[config.mk]
export PLATFORM = sky130hd
export DESIGN_NAME = hrs_sequencer
export DESIGN_NICKNAME = d
export VERILOG_FILES = /design/src/hrs_pkg.sv /design/src/hrs_sequencer.sv /design/src/hrs_srst_pulse.sv
export VERILOG_INCLUDE_DIRS = /design/src
export SDC_FILE = /design/constraint.sdc
export NUM_CORES = 1
export LEC_CHECK = 0
export BUFFER_PORTS_ARGS = -buffer_cell sky130_fd_sc_hd__buf_2
export CAP_MARGIN = 20
export CORE_MARGIN = 5
export CORE_UTILIZATION = 60
export CTS_CLUSTER_DIAMETER = 50
export CTS_CLUSTER_SIZE = 25
export DETAILED_ROUTE_END_ITERATION = 16
export PLACE_DENSITY = 0.95
export SLEW_MARGIN = 0
export SYNTH_ARGS = -nofsm -noshare
export SYNTH_HDL_FRONTEND = slang
export SYNTH_SLANG_ARGS = --single-unit
[constraint.sdc]
create_clock -name I_CLK -period 11.2 [get_ports I_CLK]
set_input_delay 1.12 -clock I_CLK [delete_from_list [all_inputs] [get_ports I_CLK]]
set_output_delay 1.12 -clock I_CLK [all_outputs]
set_load 0.01 [all_outputs]
[src/hrs_consts.svh]
// constants of the host reset and strap sequencer
`ifndef HRS_CONSTS_SVH
`define HRS_CONSTS_SVH

`define HRS_CLK_KHZ          10000
`define HRS_HRST_US          100
`define HRS_PLL_SETUP_US     100
`define HRS_POR_SETUP_CYC    4
`define HRS_HOLD_MIN_CYC     2
`define HRS_REL_MAX_CYC      5
`define HRS_PLL_LOCK_US      100
`define HRS_LBC_LOCK_US      50
`define HRS_CORE_EXTRA_PLAT  255
`define HRS_SRST_MIN_CYC     3

`define HRS_PLAT_BASE_MHZ    400
`define HRS_PCIE_X8_MIN_MHZ  527
`define HRS_SRIO_NUM         16
`define HRS_SRIO_DEN         640

// cycle counts derived from the times, least times rounded up
`define HRS_US_CYC(us)       (((us) * `HRS_CLK_KHZ + 999) / 1000)
`define HRS_HRST_CYC         `HRS_US_CYC(`HRS_HRST_US)
`define HRS_PLL_SETUP_CYC    `HRS_US_CYC(`HRS_PLL_SETUP_US)
`define HRS_SETUP_CYC        ((`HRS_HRST_CYC > `HRS_PLL_SETUP_CYC) ? `HRS_HRST_CYC : \
                              `HRS_PLL_SETUP_CYC)
`define HRS_REL_CYC          3
`define HRS_CORE_EXTRA_CYC   ((`HRS_CORE_EXTRA_PLAT * `HRS_CLK_KHZ + \
                              `HRS_PLAT_BASE_MHZ * 1000 - 1) / (`HRS_PLAT_BASE_MHZ * 1000))
`define HRS_LOCK_CYC         (`HRS_US_CYC(`HRS_PLL_LOCK_US) + `HRS_CORE_EXTRA_CYC)
`define HRS_CNT_W            11

`endif

[src/hrs_pkg.sv]
// types of the host reset and strap sequencer
package hrs_pkg;

  typedef enum logic [2:0] {
    HRS_IDLE,
    HRS_SETUP,
    HRS_HOLD,
    HRS_LOCK,
    HRS_READY
  } hrs_state_t;

  // reset pins towards the device, all active low
  typedef struct packed {
    logic       hard_rst_b;
    logic [1:0] soft_rst_b;
  } hrs_rst_pins_t;

  // board clocking plan the straps must suit
  typedef struct packed {
    logic [11:0] plat_mhz;
    logic        pcie_x8;
    logic [11:0] srio_mhz;
    logic [3:0]  srio_width;
  } hrs_plat_cfg_t;

endpackage : hrs_pkg

[src/hrs_sequencer.sv]
// host side power-on reset, strap and soft reset sequencer
`timescale 1ns/1ps
`include "hrs_consts.svh"

module hrs_sequencer #(
  parameter int PLL_W = 4,
  parameter int POR_W = 16
) (
  input  wire logic                  I_CLK,
  input  wire logic                  I_RST_B,
  input  wire logic                  I_START,
  input  wire hrs_pkg::hrs_plat_cfg_t I_PLAT_CFG,
  input  wire logic [PLL_W-1:0]      I_PLL_CFG,
  input  wire logic [POR_W-1:0]      I_POR_CFG,
  input  wire logic [1:0]            I_SRST_REQ,
  output hrs_pkg::hrs_rst_pins_t     O_RST,
  output logic [PLL_W-1:0]           O_PLL_CFG,
  output logic                       O_PLL_OE_B,
  output logic [POR_W-1:0]           O_POR_CFG,
  output logic                       O_PLAT_FREQ_SEL,
  output logic                       O_POR_OE_B,
  output logic                       O_READY,
  output logic                       O_CFG_ERR,
  output logic [1:0]                 O_SRST_BUSY
);

  if (PLL_W < 1 || PLL_W > 8 || POR_W < 1 || POR_W > 64) begin : g_bad_width
    $error("hrs_sequencer: strap width out of range");
  end

  // every interval must fit the shared counter, or the sequence would wrap early
  if (`HRS_SETUP_CYC > (1 << `HRS_CNT_W) || `HRS_LOCK_CYC > (1 << `HRS_CNT_W)) begin : g_bad_cnt
    $error("hrs_sequencer: interval counter too narrow");
  end

  // the fixed release point must lie past the least hold and inside the latest release
  if (`HRS_REL_CYC < `HRS_HOLD_MIN_CYC || `HRS_REL_CYC > `HRS_REL_MAX_CYC) begin : g_bad_rel
    $error("hrs_sequencer: strap release outside its window");
  end

  // the long setup wait also covers the short setup of the other straps
  if (`HRS_SETUP_CYC < `HRS_POR_SETUP_CYC) begin : g_bad_setup
    $error("hrs_sequencer: strap setup shorter than required");
  end

  // one lock wait serves all plls only while the local bus pll is the quicker one
  if (`HRS_LBC_LOCK_US > `HRS_PLL_LOCK_US) begin : g_bad_lock
    $error("hrs_sequencer: local bus pll lock exceeds the lock wait");
  end

  //////////////////////////////////////////////////////////////////////////////
  // clocking plan check

  logic        freq_sel;
  logic        base_ok;
  logic        pcie_ok;
  logic        srio_ok;
  logic        cfg_ok;
  logic [23:0] srio_lhs;
  logic [23:0] srio_rhs;

  // select is low at the base rate and high above it; below the base rate is refused
  always_comb begin
    freq_sel = I_PLAT_CFG.plat_mhz > 12'(`HRS_PLAT_BASE_MHZ);
    base_ok  = I_PLAT_CFG.plat_mhz >= 12'(`HRS_PLAT_BASE_MHZ);
  end

  // an eight lane link needs the base rate exactly, or the fast band
  always_comb begin
    pcie_ok = 1'b1;
    if (I_PLAT_CFG.pcie_x8 &&
        I_PLAT_CFG.plat_mhz != 12'(`HRS_PLAT_BASE_MHZ) &&
        I_PLAT_CFG.plat_mhz <  12'(`HRS_PCIE_X8_MIN_MHZ)) begin
      pcie_ok = 1'b0;
    end
  end

  // plat > 16 x f x w / 640, rearranged to stay in integers; 24 bits hold the largest plat
  always_comb begin
    srio_lhs = 24'(I_PLAT_CFG.plat_mhz) * 24'(`HRS_SRIO_DEN);
    srio_rhs = 24'(I_PLAT_CFG.srio_mhz) * 24'(I_PLAT_CFG.srio_width) * 24'(`HRS_SRIO_NUM);
    srio_ok  = (I_PLAT_CFG.srio_width == 4'h0) || (srio_lhs > srio_rhs);
  end

  assign cfg_ok = base_ok && pcie_ok && srio_ok;

  //////////////////////////////////////////////////////////////////////////////
  // power-on sequence

  localparam logic [`HRS_CNT_W-1:0] SETUP_LAST = `HRS_CNT_W'(`HRS_SETUP_CYC - 1);
  localparam logic [`HRS_CNT_W-1:0] REL_LAST   = `HRS_CNT_W'(`HRS_REL_CYC - 1);
  localparam logic [`HRS_CNT_W-1:0] LOCK_LAST  = `HRS_CNT_W'(`HRS_LOCK_CYC - 1);

  hrs_pkg::hrs_state_t   state_r;
  hrs_pkg::hrs_state_t   state_nxt;
  logic [`HRS_CNT_W-1:0] cnt_r;
  logic [`HRS_CNT_W-1:0] cnt_nxt;
  logic                  hard_rst_b_r;
  logic                  hard_rst_b_nxt;
  logic                  oe_b_r;
  logic                  oe_b_nxt;
  logic [PLL_W-1:0]      pll_r;
  logic [PLL_W-1:0]      pll_nxt;
  logic [POR_W-1:0]      por_r;
  logic [POR_W-1:0]      por_nxt;
  logic                  fsel_r;
  logic                  fsel_nxt;
  logic                  err_r;
  logic                  err_nxt;

  // every interval is counted on I_CLK, which also feeds the device
  always_comb begin
    state_nxt      = state_r;
    cnt_nxt        = cnt_r + `HRS_CNT_W'(1);
    hard_rst_b_nxt = hard_rst_b_r;
    oe_b_nxt       = oe_b_r;
    pll_nxt        = pll_r;
    por_nxt        = por_r;
    fsel_nxt       = fsel_r;
    err_nxt        = err_r;
    unique case (state_r)
      hrs_pkg::HRS_IDLE: begin
        cnt_nxt = '0;
        if (I_START) begin
          err_nxt = !cfg_ok;
          if (cfg_ok) begin
            // straps are captured once so they cannot move while presented
            pll_nxt   = I_PLL_CFG;
            por_nxt   = I_POR_CFG;
            fsel_nxt  = freq_sel;
            oe_b_nxt  = 1'b0;
            state_nxt = hrs_pkg::HRS_SETUP;
          end
        end
      end
      hrs_pkg::HRS_SETUP: begin
        // hard reset has been low since our own reset; setup covers pll and other straps
        if (cnt_r == SETUP_LAST) begin
          hard_rst_b_nxt = 1'b1;
          cnt_nxt        = '0;
          state_nxt      = hrs_pkg::HRS_HOLD;
        end
      end
      hrs_pkg::HRS_HOLD: begin
        // release after 3 cycles: past the least hold, inside the latest release
        if (cnt_r == REL_LAST) begin
          oe_b_nxt  = 1'b1;
          cnt_nxt   = '0;
          state_nxt = hrs_pkg::HRS_LOCK;
        end
      end
      hrs_pkg::HRS_LOCK: begin
        // worst pll lock plus the core pll tail at the slowest legal platform clock
        if (cnt_r == LOCK_LAST) begin
          cnt_nxt   = '0;
          state_nxt = hrs_pkg::HRS_READY;
        end
      end
      hrs_pkg::HRS_READY: begin
        cnt_nxt = '0;
      end
      default: begin
        state_nxt = hrs_pkg::HRS_IDLE;
        cnt_nxt   = '0;
      end
    endcase
  end

  always_ff @(posedge I_CLK) begin
    if (!I_RST_B) begin
      state_r      <= hrs_pkg::HRS_IDLE;
      cnt_r        <= '0;
      hard_rst_b_r <= 1'b0;
      oe_b_r       <= 1'b1;
      pll_r        <= '0;
      por_r        <= '0;
      fsel_r       <= 1'b0;
      err_r        <= 1'b0;
    end else begin
      state_r      <= state_nxt;
      cnt_r        <= cnt_nxt;
      hard_rst_b_r <= hard_rst_b_nxt;
      oe_b_r       <= oe_b_nxt;
      pll_r        <= pll_nxt;
      por_r        <= por_nxt;
      fsel_r       <= fsel_nxt;
      err_r        <= err_nxt;
    end
  end

  //////////////////////////////////////////////////////////////////////////////
  // core soft resets, only once the cores are usable

  logic       ready;
  logic [1:0] soft_rst_b;

  assign ready = state_r == hrs_pkg::HRS_READY;

  for (genvar g = 0; g < 2; g++) begin : g_core
    hrs_srst_pulse #(
      .PULSE_CYC (`HRS_SRST_MIN_CYC)
    ) u_pulse (
      .i_clk    (I_CLK),
      .i_rst_b  (I_RST_B),
      .i_enable (ready),
      .i_req    (I_SRST_REQ[g]),
      .o_srst_b (soft_rst_b[g]),
      .o_busy   (O_SRST_BUSY[g])
    );
  end

  //////////////////////////////////////////////////////////////////////////////
  // outputs

  assign O_RST.hard_rst_b = hard_rst_b_r;
  assign O_RST.soft_rst_b = soft_rst_b;
  assign O_PLL_CFG        = pll_r;
  assign O_PLL_OE_B       = oe_b_r;
  assign O_POR_CFG        = por_r;
  assign O_PLAT_FREQ_SEL  = fsel_r;
  assign O_POR_OE_B       = oe_b_r;
  assign O_READY          = ready;
  assign O_CFG_ERR        = err_r;

endmodule : hrs_sequencer

[src/hrs_srst_pulse.sv]
// one core soft reset pulse stretcher
`timescale 1ns/1ps
`include "hrs_consts.svh"

module hrs_srst_pulse #(
  parameter int PULSE_CYC = `HRS_SRST_MIN_CYC
) (
  input  wire logic i_clk,
  input  wire logic i_rst_b,
  input  wire logic i_enable,
  input  wire logic i_req,
  output logic      o_srst_b,
  output logic      o_busy
);

  if (PULSE_CYC < `HRS_SRST_MIN_CYC || PULSE_CYC > 15) begin : g_bad_len
    $error("hrs_srst_pulse: pulse length out of range");
  end

  logic [3:0] cnt_r;
  logic [3:0] cnt_nxt;
  logic       srst_b_r;
  logic       srst_b_nxt;

  always_comb begin
    cnt_nxt    = cnt_r;
    srst_b_nxt = srst_b_r;
    if (!srst_b_r) begin
      if (cnt_r == 4'(PULSE_CYC - 1)) begin
        srst_b_nxt = 1'b1;
        cnt_nxt    = 4'h0;
      end else begin
        cnt_nxt = cnt_r + 4'h1;
      end
    end else if (i_enable && i_req) begin
      srst_b_nxt = 1'b0;
      cnt_nxt    = 4'h0;
    end
  end

  always_ff @(posedge i_clk) begin
    if (!i_rst_b) begin
      cnt_r    <= 4'h0;
      srst_b_r <= 1'b1;
    end else begin
      cnt_r    <= cnt_nxt;
      srst_b_r <= srst_b_nxt;
    end
  end

  assign o_srst_b = srst_b_r;
  assign o_busy   = !srst_b_r;

endmodule : hrs_srst_pulse
## After elaboration in Yosys (flattened, before gate mapping)

Cells that the tools add are included.

| storage, ports and cells | value |
|---|---|
| logic and storage cells | 84 |
| register bits after elaboration | 48 |
| output and inout port bits | 30 |

| cells by class | value |
|---|---|
| $mul | 2 |
| muxes and demuxes | 27 |
| reduce and logical (&&, ||, !) cells | 18 |
| equal/unequal tests | 17 |
| $lt $le $gt $ge | 4 |
| add/subtract/negate cells | 3 |
| bitwise gates (word level) | 1 |

Operators with widths:

| kind | number |
|---|---|
| 11-bit two-way mux | 3 |
| 11-bit case mux with 3 select lines | 1 |
| 4-bit two-way mux | 6 |
| 11-bit by 10-bit == test with 1-bit output (second input constant) | 2 |
| 22-bit by 20-bit > comparator with 1-bit output | 1 |
| 12-bit by 4-bit multiplier with 16-bit output | 1 |
| 12-bit by 3-bit multiplier with 15-bit output (second input constant) | 1 |
| 3-bit two-way mux | 5 |
| 3-bit case mux with 5 select lines | 1 |
| 2-bit inequality test (second input constant) | 7 |
| 12-bit by 9-bit >= comparator with 1-bit output (second input constant) | 1 |
| 12-bit by 9-bit > comparator with 1-bit output (second input constant) | 1 |
| 12-bit by 10-bit less-than comparator with 1-bit output (second input constant) | 1 |
| 12-bit by 9-bit inequality test with 1-bit output (second input constant) | 1 |
| 11-bit by 1-bit adder with 11-bit output (second input constant) | 1 |
| 11-bit by 2-bit == test with 1-bit output (second input constant) | 1 |
| 1-bit two-way mux | 10 |
| 4-bit by 1-bit adder with 4-bit output (second input constant) | 2 |
| 4-bit by 2-bit == test with 1-bit output (second input constant) | 2 |
| 3-bit by 2-bit == test with 1-bit output (second input constant) | 2 |
| 1-bit logical AND | 6 |
| 6-bit AND reduction | 1 |
| 4-bit zero test | 1 |
| 2-bit AND reduction | 2 |
| other kinds (10) | 12 |

## Depth between registers and ports, before layout

Gate-level depths: netlist of run 1.

| depth | value |
|---|---|
| depth in word-level cells | 9 |
| gate-level depth with buffers | 23 |

## Cells and area by module

Synthesis of run 1 repeated with hierarchy kept, for this count alone.

| second synthesis, totals | value |
|---|---|
| cells, all modules | 533 |
| area, all modules | 4528.1 um2 |

Modules (own cells, without submodules):

| module | area each (um2) | sequential area each (um2) | cells each | times used |
|---|---|---|---|---|
| hrs_sequencer | 4015.1 | 760.7 | 479 | 1 |
| hrs_srst_pulse | 256.5 | 100.1 | 27 | 2 |

## Least setup slack after synthesis of run 1

No wires, ideal clock.

| path | value |
|---|---|
| kind | in2reg |
| start | input I_PLAT_CFG[3] in the netlist's numbering |
| end | register oe_b_r, in the netlist O_PLL_OE_B |
| data arrival time | 5.607 ns |
| stages on the path | 22 |
| path buffers | 2 |
| required time | 11.067 ns |
| setup time | 0.133 ns |
| setup slack | 5.460 ns |
| path through | clkbuf_1 > and2_1 > fa_1 > inv_1 > fa_1 > inv_1 > ha_1 > o21a_1 > o31a_1 > o211ai_1 > nand2_1 > a41o_1 > o41ai_1 > xnor2_1 > ha_1 > nand4_1 > nor2_1 > o31ai_1 > a22o_1 > a311oi_4 > buf_6 > o21ai_1 |

| between the ends | value |
|---|---|
| longest elaborated chain between the ends | 6 |
| elaborated cells between the ends (all ways) | 7 |

RTL lines:

| what | line | RTL |
|---|---|---|
| from (decl) | hrs_sequencer.sv:12 | `input wire hrs_pkg::hrs_plat_cfg_t I_PLAT_CFG,` |
| 12-bit by 4-bit multiplier with 16-bit output | hrs_sequencer.sv:81 | `` srio_rhs = 24'(I_PLAT_CFG.srio_mhz) * 24'(I_PLAT_CFG.srio_width) * 24'(`HRS_SRIO_NUM); `` |
| 22-bit by 20-bit > comparator with 1-bit output | hrs_sequencer.sv:82 | `srio_ok = (I_PLAT_CFG.srio_width == 4'h0) \|\| (srio_lhs > srio_rhs);` |
| 1-bit logical OR (*) | hrs_sequencer.sv:82 |  |
| 1-bit logical AND (*) | hrs_sequencer.sv:85 | `assign cfg_ok = base_ok && pcie_ok && srio_ok;` |
| 2-bit inequality test (no source line) (*) | n/a |  |
| 4-bit AND reduction (no source line) (*) | n/a |  |
| to (signal assigned) | hrs_sequencer.sv:183 | `oe_b_r <= oe_b_nxt;` |
| to (decl) | hrs_sequencer.sv:100 | `logic oe_b_r;` |

Every way passes the cells marked *; elsewhere a longest branch is shown, timed or not.
A chain may end at the register's enable or synchronous reset.

## Worst setup path in the final report of run 1

| path | value |
|---|---|
| start | input I_PLAT_CFG[3] in the netlist's numbering |
| end | register fsel_r, in the netlist O_PLAT_FREQ_SEL |

| between the ends | value |
|---|---|
| longest elaborated chain between the ends | 5 |
| elaborated cells between the ends (all ways) | 6 |

RTL lines:

| what | line | RTL |
|---|---|---|
| 12-bit by 4-bit multiplier with 16-bit output | hrs_sequencer.sv:81 |  |
| 22-bit by 20-bit > comparator with 1-bit output | hrs_sequencer.sv:82 |  |
| 1-bit logical OR (*) | hrs_sequencer.sv:82 |  |
| 1-bit logical AND (*) | hrs_sequencer.sv:85 |  |
| 3-bit AND reduction (no source line) (*) | n/a |  |
| to (signal assigned) | hrs_sequencer.sv:186 | `fsel_r <= fsel_nxt;` |
| to (decl) | hrs_sequencer.sv:106 | `logic fsel_r;` |

Marked as above.

==> flow_summary.json, run 1 <==
{
  "cts_resized": 0,
  "critPathMaxFanout": 44,
  "layout_common_cells": "buf_2 (83), ha_1 (59), nor2_1 (52), inv_1 (49), dfxtp_1 (48)",
  "root_buffer": "clkbuf_8",
  "post-route-min-period_ns": 6.19,
  "vias": 3967,
  "power_leakage_nw": 2.35,
  "fin_ws_ns": 5.01,
  "placedCellCount": 704,
  "clk_pin_slew_ns": 0.09,
  "io_buffers": 83,
  "met1_usage": 0.257,
  "criticalPathCategory": "input port to register",
  "rsz0062_at_grt": "no",
  "netlist_instances": 544,
  "crit_arrival_ns": 6.38,
  "busiest_layer": "met2",
  "final_max_slew_viol_count": 0,
  "nNetsFinal": 746,
  "ys_types": 53,
  "yosysSeqAreaShare": 0.213,
  "grt_usage": 0.212,
  "cts.sinks": 48,
  "crit_path_start_kind": "input port",
  "gp_congestion": 0.863,
  "drt_iter0_drc": 174,
  "synth_edf_count": 0,
  "status": "complete, no violations",
  "core_sq_um": 7290,
  "die-width_um": 96.7,
  "maxCapViolCount": 0,
  "yosys_warnings": 0,
  "ys_ff_latch": 48,
  "drive_above_1_share": 0.194,
  "syn_area_sq_um": 4510,
  "overflow": 0,
  "avgSynthCellArea_sq_um": 8.28,
  "place_area_sq_um": 4910,
  "hpwl_um": 8090,
  "setup_violations": 0,
  "regToRegSetupSlack_ns": 9.05,
  "die_h_um": 96.7,
  "dp_slack_ns": 4.74,
  "worstMarginPinSlew_ns": 0.807,
  "postRouteWirelength_um": 10000,
  "grt_max_degree": 47,
  "ant_nets": 0,
  "drc": 0,
  "final_common_cell": "buf_2",
  "synth_top_area_share": 0.213,
  "boundaryPins": 84,
  "critPathRequiredTime_ns": 11.39,
  "met3_usage": 0.0360,
  "relSlewSlack": 0.462,
  "hold_class": "register to register",
  "start_util": 0.618,
  "firstDrtPassIters": 4,
  "row_count": 31,
  "final_area_sq_um": 5030,
  "wire_per_inst_um": 14.1,
  "clock_latency_ns": 0.30,
  "finalSetupTns_ns": 0,
  "synth_flop_cell": "dfxtp_1",
  "cts_tree": "done",
  "hold_viol_final": 0,
  "antenna_found_initial": 0,
  "holdWs_ns": 0.452,
  "grt_pass1_wl_um": 17400,
  "viasPerCell": 5.57,
  "ctsHtreeMaxLevel": 2,
  "postCtsHoldBufs": 0,
  "post_cts_buffers": 0,
  "fin_crit_sh": 0.552,
  "dieArea_sq_um": 9350,
  "yosys-top-cells-area": "dfxtp_1 (21%), ha_1 (16%), fa_1 (9.3%)",
  "synth-async-reset-ratio": 0,
  "grt_util_met2": 0.386,
  "clockBufferDepth": 2,
  "instances_no_fill": 712,
  "area_delta_synth_final_pct": 11.5,
  "end_kind": "register",
  "numCtsBuffers": 5,
  "synth_top_area_cell": "dfxtp_1",
  "grt_pass1_vias": 4010,
  "antenna_cells": 0,
  "max_clock_freq_ghz": 0.162,
  "final.setup_skew_ns": 0.00765,
  "synth_fp_nets": 678,
  "peakVddDrop_v": 0.0000570,
  "power_density_nw_per_um2": 123
}
report_power, final:
group	switching, mW	internal (mW)
Combinational	0.166	0.125
Clock	0.0590	0.0673
Sequential	0.0131	0.187
per-layer routing:
metal  up-vias  share of wire  wire (um)
li1       1990              -          -
met1      1840           0.45       4470
met2       125           0.49       4910
met3        12          0.051        515
met4         0          0.011        114
met5         -              0          0
metrics by stage:
stage | utilization | total power [mW]
final | 0.689 | 0.617
after global routing | 0.689 | 0.669
after global placement | 0.674 | 0.476
after detailed placement | 0.674 | 0.493
after floorplan | - | 0.427
after CTS | 0.689 | 0.619
logic make-up after synthesis:
kind of cell / Yosys count / synth area share
and+or+nand+nor: 213 / 0.250
AOI/OAI and AO/OA: 102 / 0.151
xor gates and xnor gates: 28 / 0.0544
DFF: 48 / 0.213
adders and majority gates: 80 / 0.257
muxes: 1 / 0.00222
buffers and inverters: 72 / 0.0722
critical path, cell delays in order:
cell and delay, ns:
buf_2 0.17, and2_1 0.19, fa_1 0.53, inv_1 0.05
fa_1 0.52, inv_1 0.04, ha_1 0.34, nor2b_1 0.17
o31a_1 0.27, o211ai_1 0.16, nand2_1 0.09, a41o_1 0.26
o41ai_1 0.34, xnor2_1 0.12, ha_1 0.30, nand4_1 0.10
nor2_1 0.16, o31ai_1 0.09, a22o_1 0.28, a311oi_4 0.25
buf_4 0.48, o211ai_1 0.17, o211a_1 0.16
sequential cells by signal, indices dropped and copies added, names as in the netlist:
name,flops
O_CFG_ERR,1
O_PLAT_FREQ_SEL,1
O_PLL_CFG,4
O_PLL_OE_B,1
O_POR_CFG,16
cnt_r,11
g_core.u_pulse.cnt_r,8
g_core.u_pulse.o_srst_b,2
hard_rst_b_r,1
state_r,3
synthesized netlist by cell type, types with 3 or more instances:
master    instances
and3_1            6
nor3b_1           6
buf_4             8
nand3b_1          5
nand2_1          39
nor2_1           52
xnor2_1          17
clkbuf_1          9
o21ai_2          10
nand3_2          10
nand3_1          24
o31ai_1           3
o41ai_1           3
o21a_1            5
ha_1             59
xor2_1           11
inv_1            49
nand4_1           4
nor2b_1           6
a21oi_1          28
a31oi_1           4
fa_1             21
nor3_1           11
or2_2             3
buf_6             3
and2_1           37
a211oi_1          3
o211ai_1          3
o21ai_0          17
dfxtp_1          48
o21ai_1           9
a211o_1           3
area by class of cell:
class	count	area, sq um
clock buffers	5	68.8
flip-flops and latches	48	961
clock inverters	3	46.3
repair buffers	84	423
fillers	584	2260
well taps	99	124
multi-input cells	424	3220
inverters	49	184
final timing paths:
path                      start              end  cells after the start
setup / recovery  I_PLAT_CFG[3]  O_PLAT_FREQ_SEL                     23
hold / removal    O_POR_CFG[12]    O_POR_CFG[12]                      2
setup reg to reg       cnt_r[0]         cnt_r[2]                      7
hold reg to reg   O_POR_CFG[12]    O_POR_CFG[12]                      2
Power figures use the tool's default switching activity.
==> inputs of run 2 (changes only) <==
Settings changed: CORE_UTILIZATION 60 to 57, PLACE_DENSITY 0.95 to 0.92.
Clock period 11.2 ns to 6 ns, I/O delays scaled along.
==> run 2 against run 1 <==
Against the previous run: critical path depth is the same; sequential power grew 87%; wire length fell by 2.9%; worst hold slack better by 0.0028 ns; flip-flop and latch count did not move; register-to-register slack lost 5.2 ns; via count is 0.40% higher; utilization fell by 3.7 points; global-route usage decreased by 0.82 points; cell count up 0.42%; first-iteration DRC count down 5.7%; critical endpoint is now O_POR_CFG[12]; largest cell class unchanged; largest power group unchanged; highest routed layer unchanged.
==> flow_summary.json, run 2 (synthesis gave the netlist of run 1 again) <==
{
  "status": "complete, no violations",
  "power_density_nw_per_um2": 230,
  "vias": 3983,
  "clock_latency_ns": 0.30,
  "met1_length_um": 4190,
  "finalSetupTns_ns": 0,
  "grt_usage": 0.203,
  "relSlewSlack": 0.371,
  "firstDrtPassIters": 4,
  "antenna_found_initial": 0,
  "final_area_sq_um": 5040,
  "whs_path_depth": 2,
  "clk_pin_slew_ns": 0.09,
  "grt_max_degree": 47,
  "holdWs_ns": 0.455,
  "critPathMaxFanout": 43,
  "gp_congestion": 0.847,
  "post-route-min-period_ns": 5.37,
  "largest_reg_flops": 16,
  "cts_tree": "done",
  "worstMarginPinSlew_ns": 0.920,
  "maxCapViolCount": 0,
  "n_fill_cell": 597,
  "critPathLaunch": "I_PLAT_CFG[3]",
  "met3_length_um": 705,
  "final_max_slew_viol_count": 0,
  "place_area_sq_um": 4930,
  "final_common_cell": "buf_2",
  "met2WireLength_um": 4680,
  "regArea_sq_um": 961,
  "rr_startpoint": "cnt_r[0]",
  "ctsHtreeMaxLevel": 2,
  "rsz0062_at_grt": "no",
  "peakVddDrop_v": 0.000111,
  "multiInputGateArea_sq_um": 3220,
  "critPathRequiredTime_ns": 6.23,
  "drc": 0,
  "hold_class": "register to register",
  "core_sq_um": 7730,
  "final.setup_skew_ns": 0.00893,
  "grt_pass1_wl_um": 17100,
  "crit_path_start_kind": "input port",
  "r2r-end": "cnt_r[9]",
  "cts_resized": 0,
  "area_delta_synth_final_pct": 11.9,
  "setup_violations": 0,
  "overflow": 0,
  "ant_nets": 0,
  "top_layer_used": "met4",
  "row_count": 32,
  "worstRegToRegCells": 7,
  "numCtsBuffers": 5,
  "wire_per_inst_um": 13.6,
  "hpwl_um": 7940,
  "min_to": "O_PLL_CFG[1]",
  "cts.sinks": 48,
  "max_clock_freq_ghz": 0.186,
  "min_from": "O_PLL_CFG[1]",
  "antenna_cells": 0,
  "die-width_um": 98.9,
  "fin_crit_sh": 0.895,
  "start_util": 0.583,
  "layout_common_cells": "buf_2 (83), ha_1 (59), nor2_1 (52), inv_1 (49), dfxtp_1 (48)",
  "nNetsFinal": 746,
  "die_h_um": 98.9,
  "hold_viol_final": 0,
  "power_leakage_nw": 2.35,
  "dieArea_sq_um": 9790,
  "drt_iter0_drc": 164,
  "drive_above_1_share": 0.194,
  "viasPerCell": 5.57,
  "grt_pass1_vias": 3937,
  "clockBufferDepth": 2,
  "regToRegSetupSlack_ns": 3.85,
  "criticalPathCategory": "input port to register",
  "root_buffer": "clkbuf_8",
  "crit_arrival_ns": 5.60,
  "io_buffers": 83,
  "post_cts_buffers": 0,
  "postCtsHoldBufs": 0,
  "postRouteWirelength_um": 9720,
  "boundaryPins": 84,
  "end_kind": "register"
}
## run 2: cell counts in the layout (fill, tap and decap cells not counted)
No cell type changed its count.
## run 2: worst max-delay path by stage
stage | endpoint | slack, ns | cells past startpoint
after floorplan | O_PLL_OE_B | 0.78 | 22
after global placement | O_POR_CFG[2] | 0.52 | 23
after detailed placement | O_POR_CFG[12] | 0.35 | 23
after CTS | O_POR_CFG[12] | 0.65 | 23
after global routing | O_POR_CFG[12] | 0.22 | 23
final | O_POR_CFG[12] | 0.63 | 23
## run 2: layout make-up
cell class | count | share of cell area
tap | 102 | 0.0253
sequential | 48 | 0.191
clock buffer | 5 | 0.0136
clock inverter | 3 | 0.00918
timing repair buffer | 84 | 0.0863
inverter | 49 | 0.0365
multi-input combinational | 424 | 0.639
## run 2: stage by stage
step	power, mW	utilization	std cells	setup WS [ns]
2_1_floorplan	0.796	-	544	0.780
3_3_place_gp	0.895	0.638	707	0.517
3_5_place_dp	0.925	0.638	707	0.354
4_1_cts	1.16	0.653	715	0.647
5_1_grt	1.26	0.653	715	0.216
6_report	1.16	0.653	715	0.627
## run 2: routing by layer
| metal | track usage | vias to the layer above |
|---|---|---|
| met3 | 0.0333 | 15 |
| met4 | 0.0630 | 0 |
| met2 | 0.359 | 132 |
| met5 | 0 | - |
| met1 | 0.253 | 1842 |
| li1 | - | 1994 |
## run 2: critical path: stages
cell      delay (ns)
buf_2           0.16
and2_1          0.18
fa_1            0.54
inv_1           0.06
fa_1            0.52
inv_1           0.04
ha_1            0.33
nor2b_1         0.16
o31a_1          0.27
o211ai_1        0.17
nand2_1         0.09
a41o_1          0.26
o41ai_1         0.32
xnor2_1         0.11
ha_1            0.30
nand4_1         0.10
nor2_1          0.16
o31ai_1         0.09
a22o_1          0.29
a311oi_4        0.33
buf_12          0.28
nand3_1         0.11
o21ai_1         0.12
## run 2: power breakdown
part           leakage [nW]  switching, mW  total, mW  internal (mW)
combinational          1.91          0.313      0.550          0.237
clock                0.0548          0.111      0.237          0.126
sequential            0.391         0.0246      0.374          0.349
